`src/include/pin_change_regs.vh`:
```
// Register offsets, field positions, reset values and timing counts of the pin change block.
`ifndef PIN_CHANGE_REGS_VH
`define PIN_CHANGE_REGS_VH

`define PCI_ADDR_W 4
`define PCI_OFF_PORTA_RISE 4'h0
`define PCI_OFF_PORTA_FALL 4'h1
`define PCI_OFF_PORTA_FLAGS 4'h2
`define PCI_OFF_PORTB_RISE 4'h3
`define PCI_OFF_PORTB_FALL 4'h4
`define PCI_OFF_PORTB_FLAGS 4'h5
`define PCI_OFF_PORTC_RISE 4'h6
`define PCI_OFF_PORTC_FALL 4'h7
`define PCI_OFF_PORTC_FLAGS 4'h8
`define PCI_OFF_PORTE_RISE 4'h9
`define PCI_OFF_PORTE_FALL 4'ha
`define PCI_OFF_PORTE_FLAGS 4'hb
`define PCI_OFF_MAIN_CTRL 4'hc

`define PCI_BIT_GLOBAL_EN 7
`define PCI_BIT_PERIPH_EN 6
`define PCI_BIT_CHANGE_EN 3
`define PCI_BIT_COMMON_FLAG 0
`define PCI_PORTE_PIN 3
`define PCI_PORTE_MASK 8'h08
`define PCI_RESET_BYTE 8'h00
`define PCI_SYNC_STAGES 2

`endif

```
`src/verilog/pin_edge_port.v`:
```
// One port of eight pins: synchroniser, edge detect, enables and sticky flags.
`timescale 1ns/1ps
`include "pin_change_regs.vh"

module pin_edge_port #(
    parameter WIDTH = 8,
    parameter [7:0] IMPL_MASK = 8'hff
) (
    input wire i_sys_clk,
    input wire i_rst_n,
    input wire [WIDTH-1:0] i_pins,
    input wire i_rise_we,
    input wire i_fall_we,
    input wire i_flag_we,
    input wire [WIDTH-1:0] i_wdata,
    output wire [WIDTH-1:0] o_rise_enable,
    output wire [WIDTH-1:0] o_fall_enable,
    output wire [WIDTH-1:0] o_flags
);

////////////////////////////////////////////////////////////////////////////////
// Per-pin logic.
genvar g;
generate
    for (g = 0; g < WIDTH; g = g + 1) begin : pin
        if (IMPL_MASK[g]) begin : impl
            reg sync1_q;
            reg sync2_q;
            reg prev_q;
            reg rise_en_q;
            reg fall_en_q;
            reg flag_q;
            wire rise_hit;
            wire fall_hit;
            assign rise_hit = rise_en_q & sync2_q & ~prev_q;
            assign fall_hit = fall_en_q & ~sync2_q & prev_q;
            always @(posedge i_sys_clk) begin
                if (!i_rst_n) begin
                    sync1_q <= 1'b0;
                    sync2_q <= 1'b0;
                    prev_q <= 1'b0;
                    rise_en_q <= 1'b0;
                    fall_en_q <= 1'b0;
                    flag_q <= 1'b0;
                end else begin
                    sync1_q <= i_pins[g];
                    sync2_q <= sync1_q;
                    prev_q <= sync2_q;
                    if (i_rise_we) begin
                        rise_en_q <= i_wdata[g];
                    end
                    if (i_fall_we) begin
                        fall_en_q <= i_wdata[g];
                    end
                    if (rise_hit | fall_hit) begin
                        flag_q <= 1'b1;
                    end else if (i_flag_we && !i_wdata[g]) begin
                        flag_q <= 1'b0;
                    end
                end
            end
            assign o_rise_enable[g] = rise_en_q;
            assign o_fall_enable[g] = fall_en_q;
            assign o_flags[g] = flag_q;
        end else begin : none
            assign o_rise_enable[g] = 1'b0;
            assign o_fall_enable[g] = 1'b0;
            assign o_flags[g] = 1'b0;
        end
    end
endgenerate

endmodule

```
`src/verilog/pin_change_interrupt.v`:
```
// Pin change interrupt block with its register port.
// Function
// - Per port B pin rising edge enable.
// - Per port B pin falling edge enable.
// - Enabled rising edge sets pin flag.
// - Enabled falling edge sets pin flag.
// - Edge sets pin and common flag.
// - Flags set by hardware, software clears.
// - Port E only pin 3 implemented.
// - Port E pin 3 flags either edge.
// - Ports A and C behave as B.
// - Main control bits 7, 6, 3, 0.
//
// The address-and-strobe port and the register offsets were chosen for this implementation.
`timescale 1ns/1ps
`include "pin_change_regs.vh"

module pin_change_interrupt #(
    parameter WIDTH = 8
) (
    input wire i_sys_clk,
    input wire i_rst_n,
    input wire [WIDTH-1:0] i_porta_pin,
    input wire [WIDTH-1:0] i_portb_pin,
    input wire [WIDTH-1:0] i_portc_pin,
    input wire [WIDTH-1:0] i_porte_pin,
    input wire [`PCI_ADDR_W-1:0] i_addr,
    input wire [7:0] i_wdata,
    input wire i_wr,
    input wire i_rd,
    output wire [7:0] o_rdata,
    output wire o_common_change_flag,
    output wire o_irq
);

////////////////////////////////////////////////////////////////////////////////
// Address decode: one select line per register index.
// An unmapped index selects nothing, so a write there is ignored.
reg sel_a_r;
reg sel_a_f;
reg sel_a_g;
reg sel_b_r;
reg sel_b_f;
reg sel_b_g;
reg sel_c_r;
reg sel_c_f;
reg sel_c_g;
reg sel_e_r;
reg sel_e_f;
reg sel_e_g;
reg sel_ctl;

always @* begin
    sel_a_r = 1'b0;
    sel_a_f = 1'b0;
    sel_a_g = 1'b0;
    sel_b_r = 1'b0;
    sel_b_f = 1'b0;
    sel_b_g = 1'b0;
    sel_c_r = 1'b0;
    sel_c_f = 1'b0;
    sel_c_g = 1'b0;
    sel_e_r = 1'b0;
    sel_e_f = 1'b0;
    sel_e_g = 1'b0;
    sel_ctl = 1'b0;

    if (i_addr == `PCI_OFF_PORTA_RISE) begin
        sel_a_r = 1'b1;
    end else if (i_addr == `PCI_OFF_PORTA_FALL) begin
        sel_a_f = 1'b1;
    end else if (i_addr == `PCI_OFF_PORTA_FLAGS) begin
        sel_a_g = 1'b1;
    end else if (i_addr == `PCI_OFF_PORTB_RISE) begin
        sel_b_r = 1'b1;
    end else if (i_addr == `PCI_OFF_PORTB_FALL) begin
        sel_b_f = 1'b1;
    end else if (i_addr == `PCI_OFF_PORTB_FLAGS) begin
        sel_b_g = 1'b1;
    end else if (i_addr == `PCI_OFF_PORTC_RISE) begin
        sel_c_r = 1'b1;
    end else if (i_addr == `PCI_OFF_PORTC_FALL) begin
        sel_c_f = 1'b1;
    end else if (i_addr == `PCI_OFF_PORTC_FLAGS) begin
        sel_c_g = 1'b1;
    end else if (i_addr == `PCI_OFF_PORTE_RISE) begin
        sel_e_r = 1'b1;
    end else if (i_addr == `PCI_OFF_PORTE_FALL) begin
        sel_e_f = 1'b1;
    end else if (i_addr == `PCI_OFF_PORTE_FLAGS) begin
        sel_e_g = 1'b1;
    end else if (i_addr == `PCI_OFF_MAIN_CTRL) begin
        sel_ctl = 1'b1;
    end
end

////////////////////////////////////////////////////////////////////////////////
// Write strobes.
// A strobe only reaches the register that the index selects.
wire wr_a_r = i_wr & sel_a_r;
wire wr_a_f = i_wr & sel_a_f;
wire wr_a_g = i_wr & sel_a_g;
wire wr_b_r = i_wr & sel_b_r;
wire wr_b_f = i_wr & sel_b_f;
wire wr_b_g = i_wr & sel_b_g;
wire wr_c_r = i_wr & sel_c_r;
wire wr_c_f = i_wr & sel_c_f;
wire wr_c_g = i_wr & sel_c_g;
wire wr_e_r = i_wr & sel_e_r;
wire wr_e_f = i_wr & sel_e_f;
wire wr_e_g = i_wr & sel_e_g;
wire wr_ctl = i_wr & sel_ctl;

////////////////////////////////////////////////////////////////////////////////
// Port instances.
wire [WIDTH-1:0] porta_rise_enable;
wire [WIDTH-1:0] porta_fall_enable;
wire [WIDTH-1:0] porta_change_flags;
wire [WIDTH-1:0] portb_rise_enable;
wire [WIDTH-1:0] portb_fall_enable;
wire [WIDTH-1:0] portb_change_flags;
wire [WIDTH-1:0] portc_rise_enable;
wire [WIDTH-1:0] portc_fall_enable;
wire [WIDTH-1:0] portc_change_flags;
wire [WIDTH-1:0] porte_rise_enable;
wire [WIDTH-1:0] porte_fall_enable;
wire [WIDTH-1:0] porte_change_flags;

// Port A: all eight pins are watched for changes.
pin_edge_port #(.WIDTH(WIDTH), .IMPL_MASK(8'hff)) u_porta (
    .i_sys_clk(i_sys_clk),
    .i_rst_n(i_rst_n),
    .i_pins(i_porta_pin),
    .i_rise_we(wr_a_r),
    .i_fall_we(wr_a_f),
    .i_flag_we(wr_a_g),
    .i_wdata(i_wdata[WIDTH-1:0]),
    .o_rise_enable(porta_rise_enable),
    .o_fall_enable(porta_fall_enable),
    .o_flags(porta_change_flags)
);

// Port B: all eight pins are watched for changes.
pin_edge_port #(.WIDTH(WIDTH), .IMPL_MASK(8'hff)) u_portb (
    .i_sys_clk(i_sys_clk),
    .i_rst_n(i_rst_n),
    .i_pins(i_portb_pin),
    .i_rise_we(wr_b_r),
    .i_fall_we(wr_b_f),
    .i_flag_we(wr_b_g),
    .i_wdata(i_wdata[WIDTH-1:0]),
    .o_rise_enable(portb_rise_enable),
    .o_fall_enable(portb_fall_enable),
    .o_flags(portb_change_flags)
);

// Port C: all eight pins are watched for changes.
pin_edge_port #(.WIDTH(WIDTH), .IMPL_MASK(8'hff)) u_portc (
    .i_sys_clk(i_sys_clk),
    .i_rst_n(i_rst_n),
    .i_pins(i_portc_pin),
    .i_rise_we(wr_c_r),
    .i_fall_we(wr_c_f),
    .i_flag_we(wr_c_g),
    .i_wdata(i_wdata[WIDTH-1:0]),
    .o_rise_enable(portc_rise_enable),
    .o_fall_enable(portc_fall_enable),
    .o_flags(portc_change_flags)
);

// Port E: only pin 3 is watched; the other bits read as zero.
pin_edge_port #(.WIDTH(WIDTH), .IMPL_MASK(`PCI_PORTE_MASK)) u_porte (
    .i_sys_clk(i_sys_clk),
    .i_rst_n(i_rst_n),
    .i_pins(i_porte_pin),
    .i_rise_we(wr_e_r),
    .i_fall_we(wr_e_f),
    .i_flag_we(wr_e_g),
    .i_wdata(i_wdata[WIDTH-1:0]),
    .o_rise_enable(porte_rise_enable),
    .o_fall_enable(porte_fall_enable),
    .o_flags(porte_change_flags)
);

////////////////////////////////////////////////////////////////////////////////
// Common change flag.
wire porta_any;
wire portb_any;
wire portc_any;
wire porte_any;
wire common_change_flag;

// The common flag stays high until software has cleared every pin flag.
assign porta_any = |porta_change_flags;
assign portb_any = |portb_change_flags;
assign portc_any = |portc_change_flags;
assign porte_any = |porte_change_flags;
assign common_change_flag = porta_any | portb_any | portc_any | porte_any;

assign o_common_change_flag = common_change_flag;

////////////////////////////////////////////////////////////////////////////////
// Main interrupt control.
reg global_irq_enable_q;
reg peripheral_irq_enable_q;
reg change_irq_enable_q;
reg global_irq_enable_d;
reg peripheral_irq_enable_d;
reg change_irq_enable_d;
reg [7:0] rdata_q;
wire [7:0] main_interrupt_control;

// Bit 0 is read-only, so a write to this register leaves the common flag alone.
always @* begin
    global_irq_enable_d = global_irq_enable_q;
    peripheral_irq_enable_d = peripheral_irq_enable_q;
    change_irq_enable_d = change_irq_enable_q;
    if (wr_ctl) begin
        global_irq_enable_d = i_wdata[`PCI_BIT_GLOBAL_EN];
        peripheral_irq_enable_d = i_wdata[`PCI_BIT_PERIPH_EN];
        change_irq_enable_d = i_wdata[`PCI_BIT_CHANGE_EN];
    end
end

always @(posedge i_sys_clk) begin
    if (!i_rst_n) begin
        global_irq_enable_q <= 1'b0;
        peripheral_irq_enable_q <= 1'b0;
        change_irq_enable_q <= 1'b0;
    end else begin
        global_irq_enable_q <= global_irq_enable_d;
        peripheral_irq_enable_q <= peripheral_irq_enable_d;
        change_irq_enable_q <= change_irq_enable_d;
    end
end

// Unused bits read as zero; the peripheral enable is only stored and read back.
assign main_interrupt_control[`PCI_BIT_GLOBAL_EN] = global_irq_enable_q;
assign main_interrupt_control[`PCI_BIT_PERIPH_EN] = peripheral_irq_enable_q;
assign main_interrupt_control[5] = 1'b0;
assign main_interrupt_control[4] = 1'b0;
assign main_interrupt_control[`PCI_BIT_CHANGE_EN] = change_irq_enable_q;
assign main_interrupt_control[2] = 1'b0;
assign main_interrupt_control[1] = 1'b0;
assign main_interrupt_control[`PCI_BIT_COMMON_FLAG] = common_change_flag;

////////////////////////////////////////////////////////////////////////////////
// Interrupt output.
wire irq_allowed;
assign irq_allowed = global_irq_enable_q & change_irq_enable_q;
assign o_irq = irq_allowed & common_change_flag;

////////////////////////////////////////////////////////////////////////////////
// Read port.
// Reads of an unmapped index return zero.
reg [7:0] rdata_d;
always @* begin
    rdata_d = `PCI_RESET_BYTE;
    if (i_addr == `PCI_OFF_PORTA_RISE) begin
        rdata_d = porta_rise_enable;
    end else if (i_addr == `PCI_OFF_PORTA_FALL) begin
        rdata_d = porta_fall_enable;
    end else if (i_addr == `PCI_OFF_PORTA_FLAGS) begin
        rdata_d = porta_change_flags;
    end else if (i_addr == `PCI_OFF_PORTB_RISE) begin
        rdata_d = portb_rise_enable;
    end else if (i_addr == `PCI_OFF_PORTB_FALL) begin
        rdata_d = portb_fall_enable;
    end else if (i_addr == `PCI_OFF_PORTB_FLAGS) begin
        rdata_d = portb_change_flags;
    end else if (i_addr == `PCI_OFF_PORTC_RISE) begin
        rdata_d = portc_rise_enable;
    end else if (i_addr == `PCI_OFF_PORTC_FALL) begin
        rdata_d = portc_fall_enable;
    end else if (i_addr == `PCI_OFF_PORTC_FLAGS) begin
        rdata_d = portc_change_flags;
    end else if (i_addr == `PCI_OFF_PORTE_RISE) begin
        rdata_d = porte_rise_enable;
    end else if (i_addr == `PCI_OFF_PORTE_FALL) begin
        rdata_d = porte_fall_enable;
    end else if (i_addr == `PCI_OFF_PORTE_FLAGS) begin
        rdata_d = porte_change_flags;
    end else if (i_addr == `PCI_OFF_MAIN_CTRL) begin
        rdata_d = main_interrupt_control;
    end
end

////////////////////////////////////////////////////////////////////////////////
// Read data register.
// The data stand for one cycle after the read strobe and are zero otherwise.
always @(posedge i_sys_clk) begin
    if (!i_rst_n) begin
        rdata_q <= `PCI_RESET_BYTE;
    end else if (i_rd) begin
        rdata_q <= rdata_d;
    end else begin
        rdata_q <= `PCI_RESET_BYTE;
    end
end

assign o_rdata = rdata_q;

endmodule

```
`config.mk`:
```
export PLATFORM = sky130hd
export DESIGN_NAME = pin_change_interrupt
export DESIGN_NICKNAME = d
export VERILOG_FILES = /design/src/verilog/pin_edge_port.v /design/src/verilog/pin_change_interrupt.v
export VERILOG_INCLUDE_DIRS = /design/src /design/src/include
export SDC_FILE = /design/constraint.sdc
export NUM_CORES = 1
export LEC_CHECK = 0
export ABC_CLOCK_PERIOD_IN_PS = 1300
export BUFFER_PORTS_ARGS = -buffer_cell sky130_fd_sc_hd__buf_2
export CAP_MARGIN = 10
export CORE_ASPECT_RATIO = 1.5
export CORE_UTILIZATION = 53
export CTS_BUF_LIST = sky130_fd_sc_hd__clkbuf_8 sky130_fd_sc_hd__clkbuf_16
export CTS_CLUSTER_DIAMETER = 80
export DETAILED_ROUTE_END_ITERATION = 10
export HOLD_SLACK_MARGIN = 0.03
export PLACE_DENSITY = 0.85
export SLEW_MARGIN = 20
export SYNTH_ARGS = -nofsm -noshare
export SYNTH_HDL_FRONTEND = slang
export SYNTH_SLANG_ARGS = --single-unit
```
`constraint.sdc`:
```
create_clock -name i_sys_clk -period 1.3 [get_ports i_sys_clk]
set_clock_uncertainty 0.1 [all_clocks]
set_input_delay 0.13 -clock i_sys_clk [delete_from_list [all_inputs] [get_ports i_sys_clk]]
set_output_delay 0.13 -clock i_sys_clk [all_outputs]
set_load 0.1 [all_outputs]
```
==> results.cfg <==
[timing]
worst_pin_slew_ns = 0.494
setup_slack_ns = -0.857
period_needed_ns = 2.16
fin_tns_setup_ns = -2.62
slew_headroom = 0.671
slew_violations = 0
max_freq_ghz = 0.464
rsz0062_at_grt = yes
hold_slack_ns = 0.0464
fin_crit_sh = 1.66
hold_viol = 0
setup_viol = 7

[routing]
drtIter0Drc = 303
vias_per_cell = 5.54
routedWlPerCell_um = 18.6
ant_nets = 0
dr_total_vias = 5685
route.final.wire_length_um = 19100
drcViolationCount = 0
dr.pass1.iters = 5

[global_route]
overflow = 0
grt_pass1_wl_um = 30300
grt_pass1_vias = 5817
antenna_found_initial = 0
grt_max_degree = 154
grt_usage = 0.310

[critical_path]
cp.required_ns = 1.07
critPathCapture = o_irq
path_class = reg -> out
ff2ff_setup_slack_ns = -0.52
end_kind = output port
worstPathMaxFanout = 3
crit_start = u_portb.pin[6].impl.flag_q
r2r-start = u_portb.pin[6].impl.flag_q
r2r-end = o_rdata[0]
arrival_ns = 1.93
ff2ff_path_depth = 6
start_kind = flip-flop

[synthesis]
synth_area_per_cell_um2 = 9.34
synth_area_um2 = 6580
synthXorXnorAreaFrac = 0
synth_area_leader_cell = dfxtp_1
synth_top_cell_area_share = 0.490
synth_edf_count = 0
synth.area.top_cells = dfxtp_1, mux2i_1, and2_1
yosysSeqAreaShare = 0.490
async_flop_share = 0
synth_adder_area_share = 0
muxShareOfSynthArea = 0.104
synth-simple-area-share = 0.213
synth_top_family_by_area = simple AND/OR/NAND/NOR gates
synth_compound_area_frac = 0.145
syn_inst = 704
ys_warn_count = 0
ys_types = 48
synth_flop_cell = dfxtp_1
synth_nets = 752
ys_ff_latch = 161

[clock_network]
cts_buffer_depth = 2
cts_made_buffers = 17
h-tree-depth = 4
cts_sinks = 161
clk_pin_slew_worst_paths_ns = 0.07
cts_tree = done
worstSkewPairLatency_ns = 0.43
cts-root-buf = clkbuf_16

[floorplan]
core-area_um2 = 12000
die_area_um2 = 12900
io_pins = 58
rows = 49
fp.dieH_um = 138
initial_core_util = 0.547
die_w_um = 92.9

[place]
io_buffers = 50
dp_hpwl_um = 13200
dp_slack_ns = -0.528
finalWeightedCongestion = 0.913
placed_cell_area_um2 = 7750

[final_layout]
nets = 909
finalInstanceArea_um2 = 8910
diodes = 0
syn2layout_area_growth_pct = 35.5
fillerInstances = 852
post_route_cells_drive_above_1_share = 0.278
final_util = 0.741

[min_path]
hp-class = in -> reg

[power_and_ir_drop]
power_density_nw_per_um2 = 1260
p_leak_nw = 3.60
peakVddDrop_v = 0.00100

[status]
status = finished, violations left
violations = setup timing

[flow_run]
max_cap_violations = 0
==> synthesized netlist by cell type, types with 2 or more instances <==
cell type	n
a311oi_1	2
o22ai_1	2
clkbuf_1	32
buf_4	3
o21a_1	3
nor4_1	6
nand4_1	2
dfxtp_1	161
mux2_2	9
nor2_1	35
nor2b_1	55
and2_1	76
o21ai_0	51
nand2_1	36
nand3_1	5
o2bb2ai_1	2
buf_2	10
nand2b_1	9
a211o_1	2
a32oi_1	5
a31oi_1	26
nand3b_1	3
a211oi_1	3
nor2_4	3
inv_1	32
mux2i_1	56
a21o_1	2
a22o_1	2
nor3_1	9
a21oi_1	19
a21boi_0	26
==> logic make-up (layout without fill, tap and decap cells) <==
kind of cell           count (synthesis)  after routing
buffers and inverters                 77            247
DFF                                  161            161
AOI/OAI and AO/OA                    152            152
and+or+nand+nor                      248            248
muxes                                 66             66
==> worst max-delay path, cell delays in order, from the launching register on <==
cell and delay (ns):
dfxtp_4 0.36, nor4_4 0.29, and4_4 0.27, nand4_1 0.18, and3_4 0.23, buf_12 0.16
==> final cells by class <==
| cell class | count | area [µm²] | share of cell area |
|---|---|---|---|
| sequential | 161 | 3240 | 0.364 |
| timing repair buffer | 183 | 1530 | 0.172 |
| clock buffer | 18 | 439 | 0.0493 |
| multi-input combinational | 466 | 3220 | 0.362 |
| inverter | 32 | 120 | 0.0135 |
| clock inverter | 14 | 170 | 0.0191 |
| tap | 153 | 191 | 0.0215 |
==> layer usage <==
layer / part of all wire / track usage / wire length (µm) / up-vias
li1: - / - / - / 2709
met1: 0.40 / 0.368 / 7710 / 2722
met2: 0.50 / 0.515 / 9590 / 177
met3: 0.037 / 0.0457 / 699 / 77
met4: 0.059 / 0.198 / 1120 / 0
met5: 0 / 0 / 0 / -
==> repair_timing <==
action                                  4_1_cts  5_1_grt
pin swaps                                    17       13
hold buffers                                 29        0
setup buffers                                 3        2
endpoints found under the setup margin       15       15
endpoints found under the hold margin        35        0
cloned                                        0        0
gates resized for setup                      47       18
==> report_power, final <==
part / switching (mW) / internal, mW
Clock: 2.30 / 2.81
Combinational: 0.524 / 0.457
Sequential: 0.0687 / 5.05
==> per-stage QoR <==
stage	std cells	total power, mW
floorplan	704	5.73
global placement	963	6.06
detailed placement	963	6.08
CTS	1025	11.2
global route	1027	11.5
finish	1027	11.2
==> cell usage in the layout, fill, tap and decap left out, types with 7 or more instances in the layout <==
cell type	count
a21boi_0	26
mux2i_1	56
nand2_1	34
nor2_1	35
o21ai_1	9
nor2b_1	55
dfxtp_1	153
buf_2	38
a21oi_2	8
o21ai_0	40
inv_1	32
buf_6	7
buf_12	12
a31oi_1	26
nor3_1	7
dlygate4sd3_1	29
clkbuf_16	17
a21oi_1	11
and2_1	76
buf_4	96
==> worst min-delay path by stage <==
stage / from / end / slack [ns] / depth (start not counted)
4_1_cts: i_wdata[2] / u_portb.pin[2].impl.fall_en_q / 0.04 / 3
2_1_floorplan: i_porta_pin[0] / u_porta.pin[0].impl.sync1_q / 0.16 / 1
5_1_grt: i_wdata[4] / u_portc.pin[4].impl.fall_en_q / 0.04 / 3
3_5_place_dp: i_portc_pin[7] / u_portc.pin[7].impl.sync1_q / 0.24 / 2
3_3_place_gp: i_portb_pin[4] / u_portb.pin[4].impl.sync1_q / 0.23 / 2
6_report: i_wdata[7] / u_porta.pin[7].impl.fall_en_q / 0.05 / 3
Power figures use the tool's default switching activity.
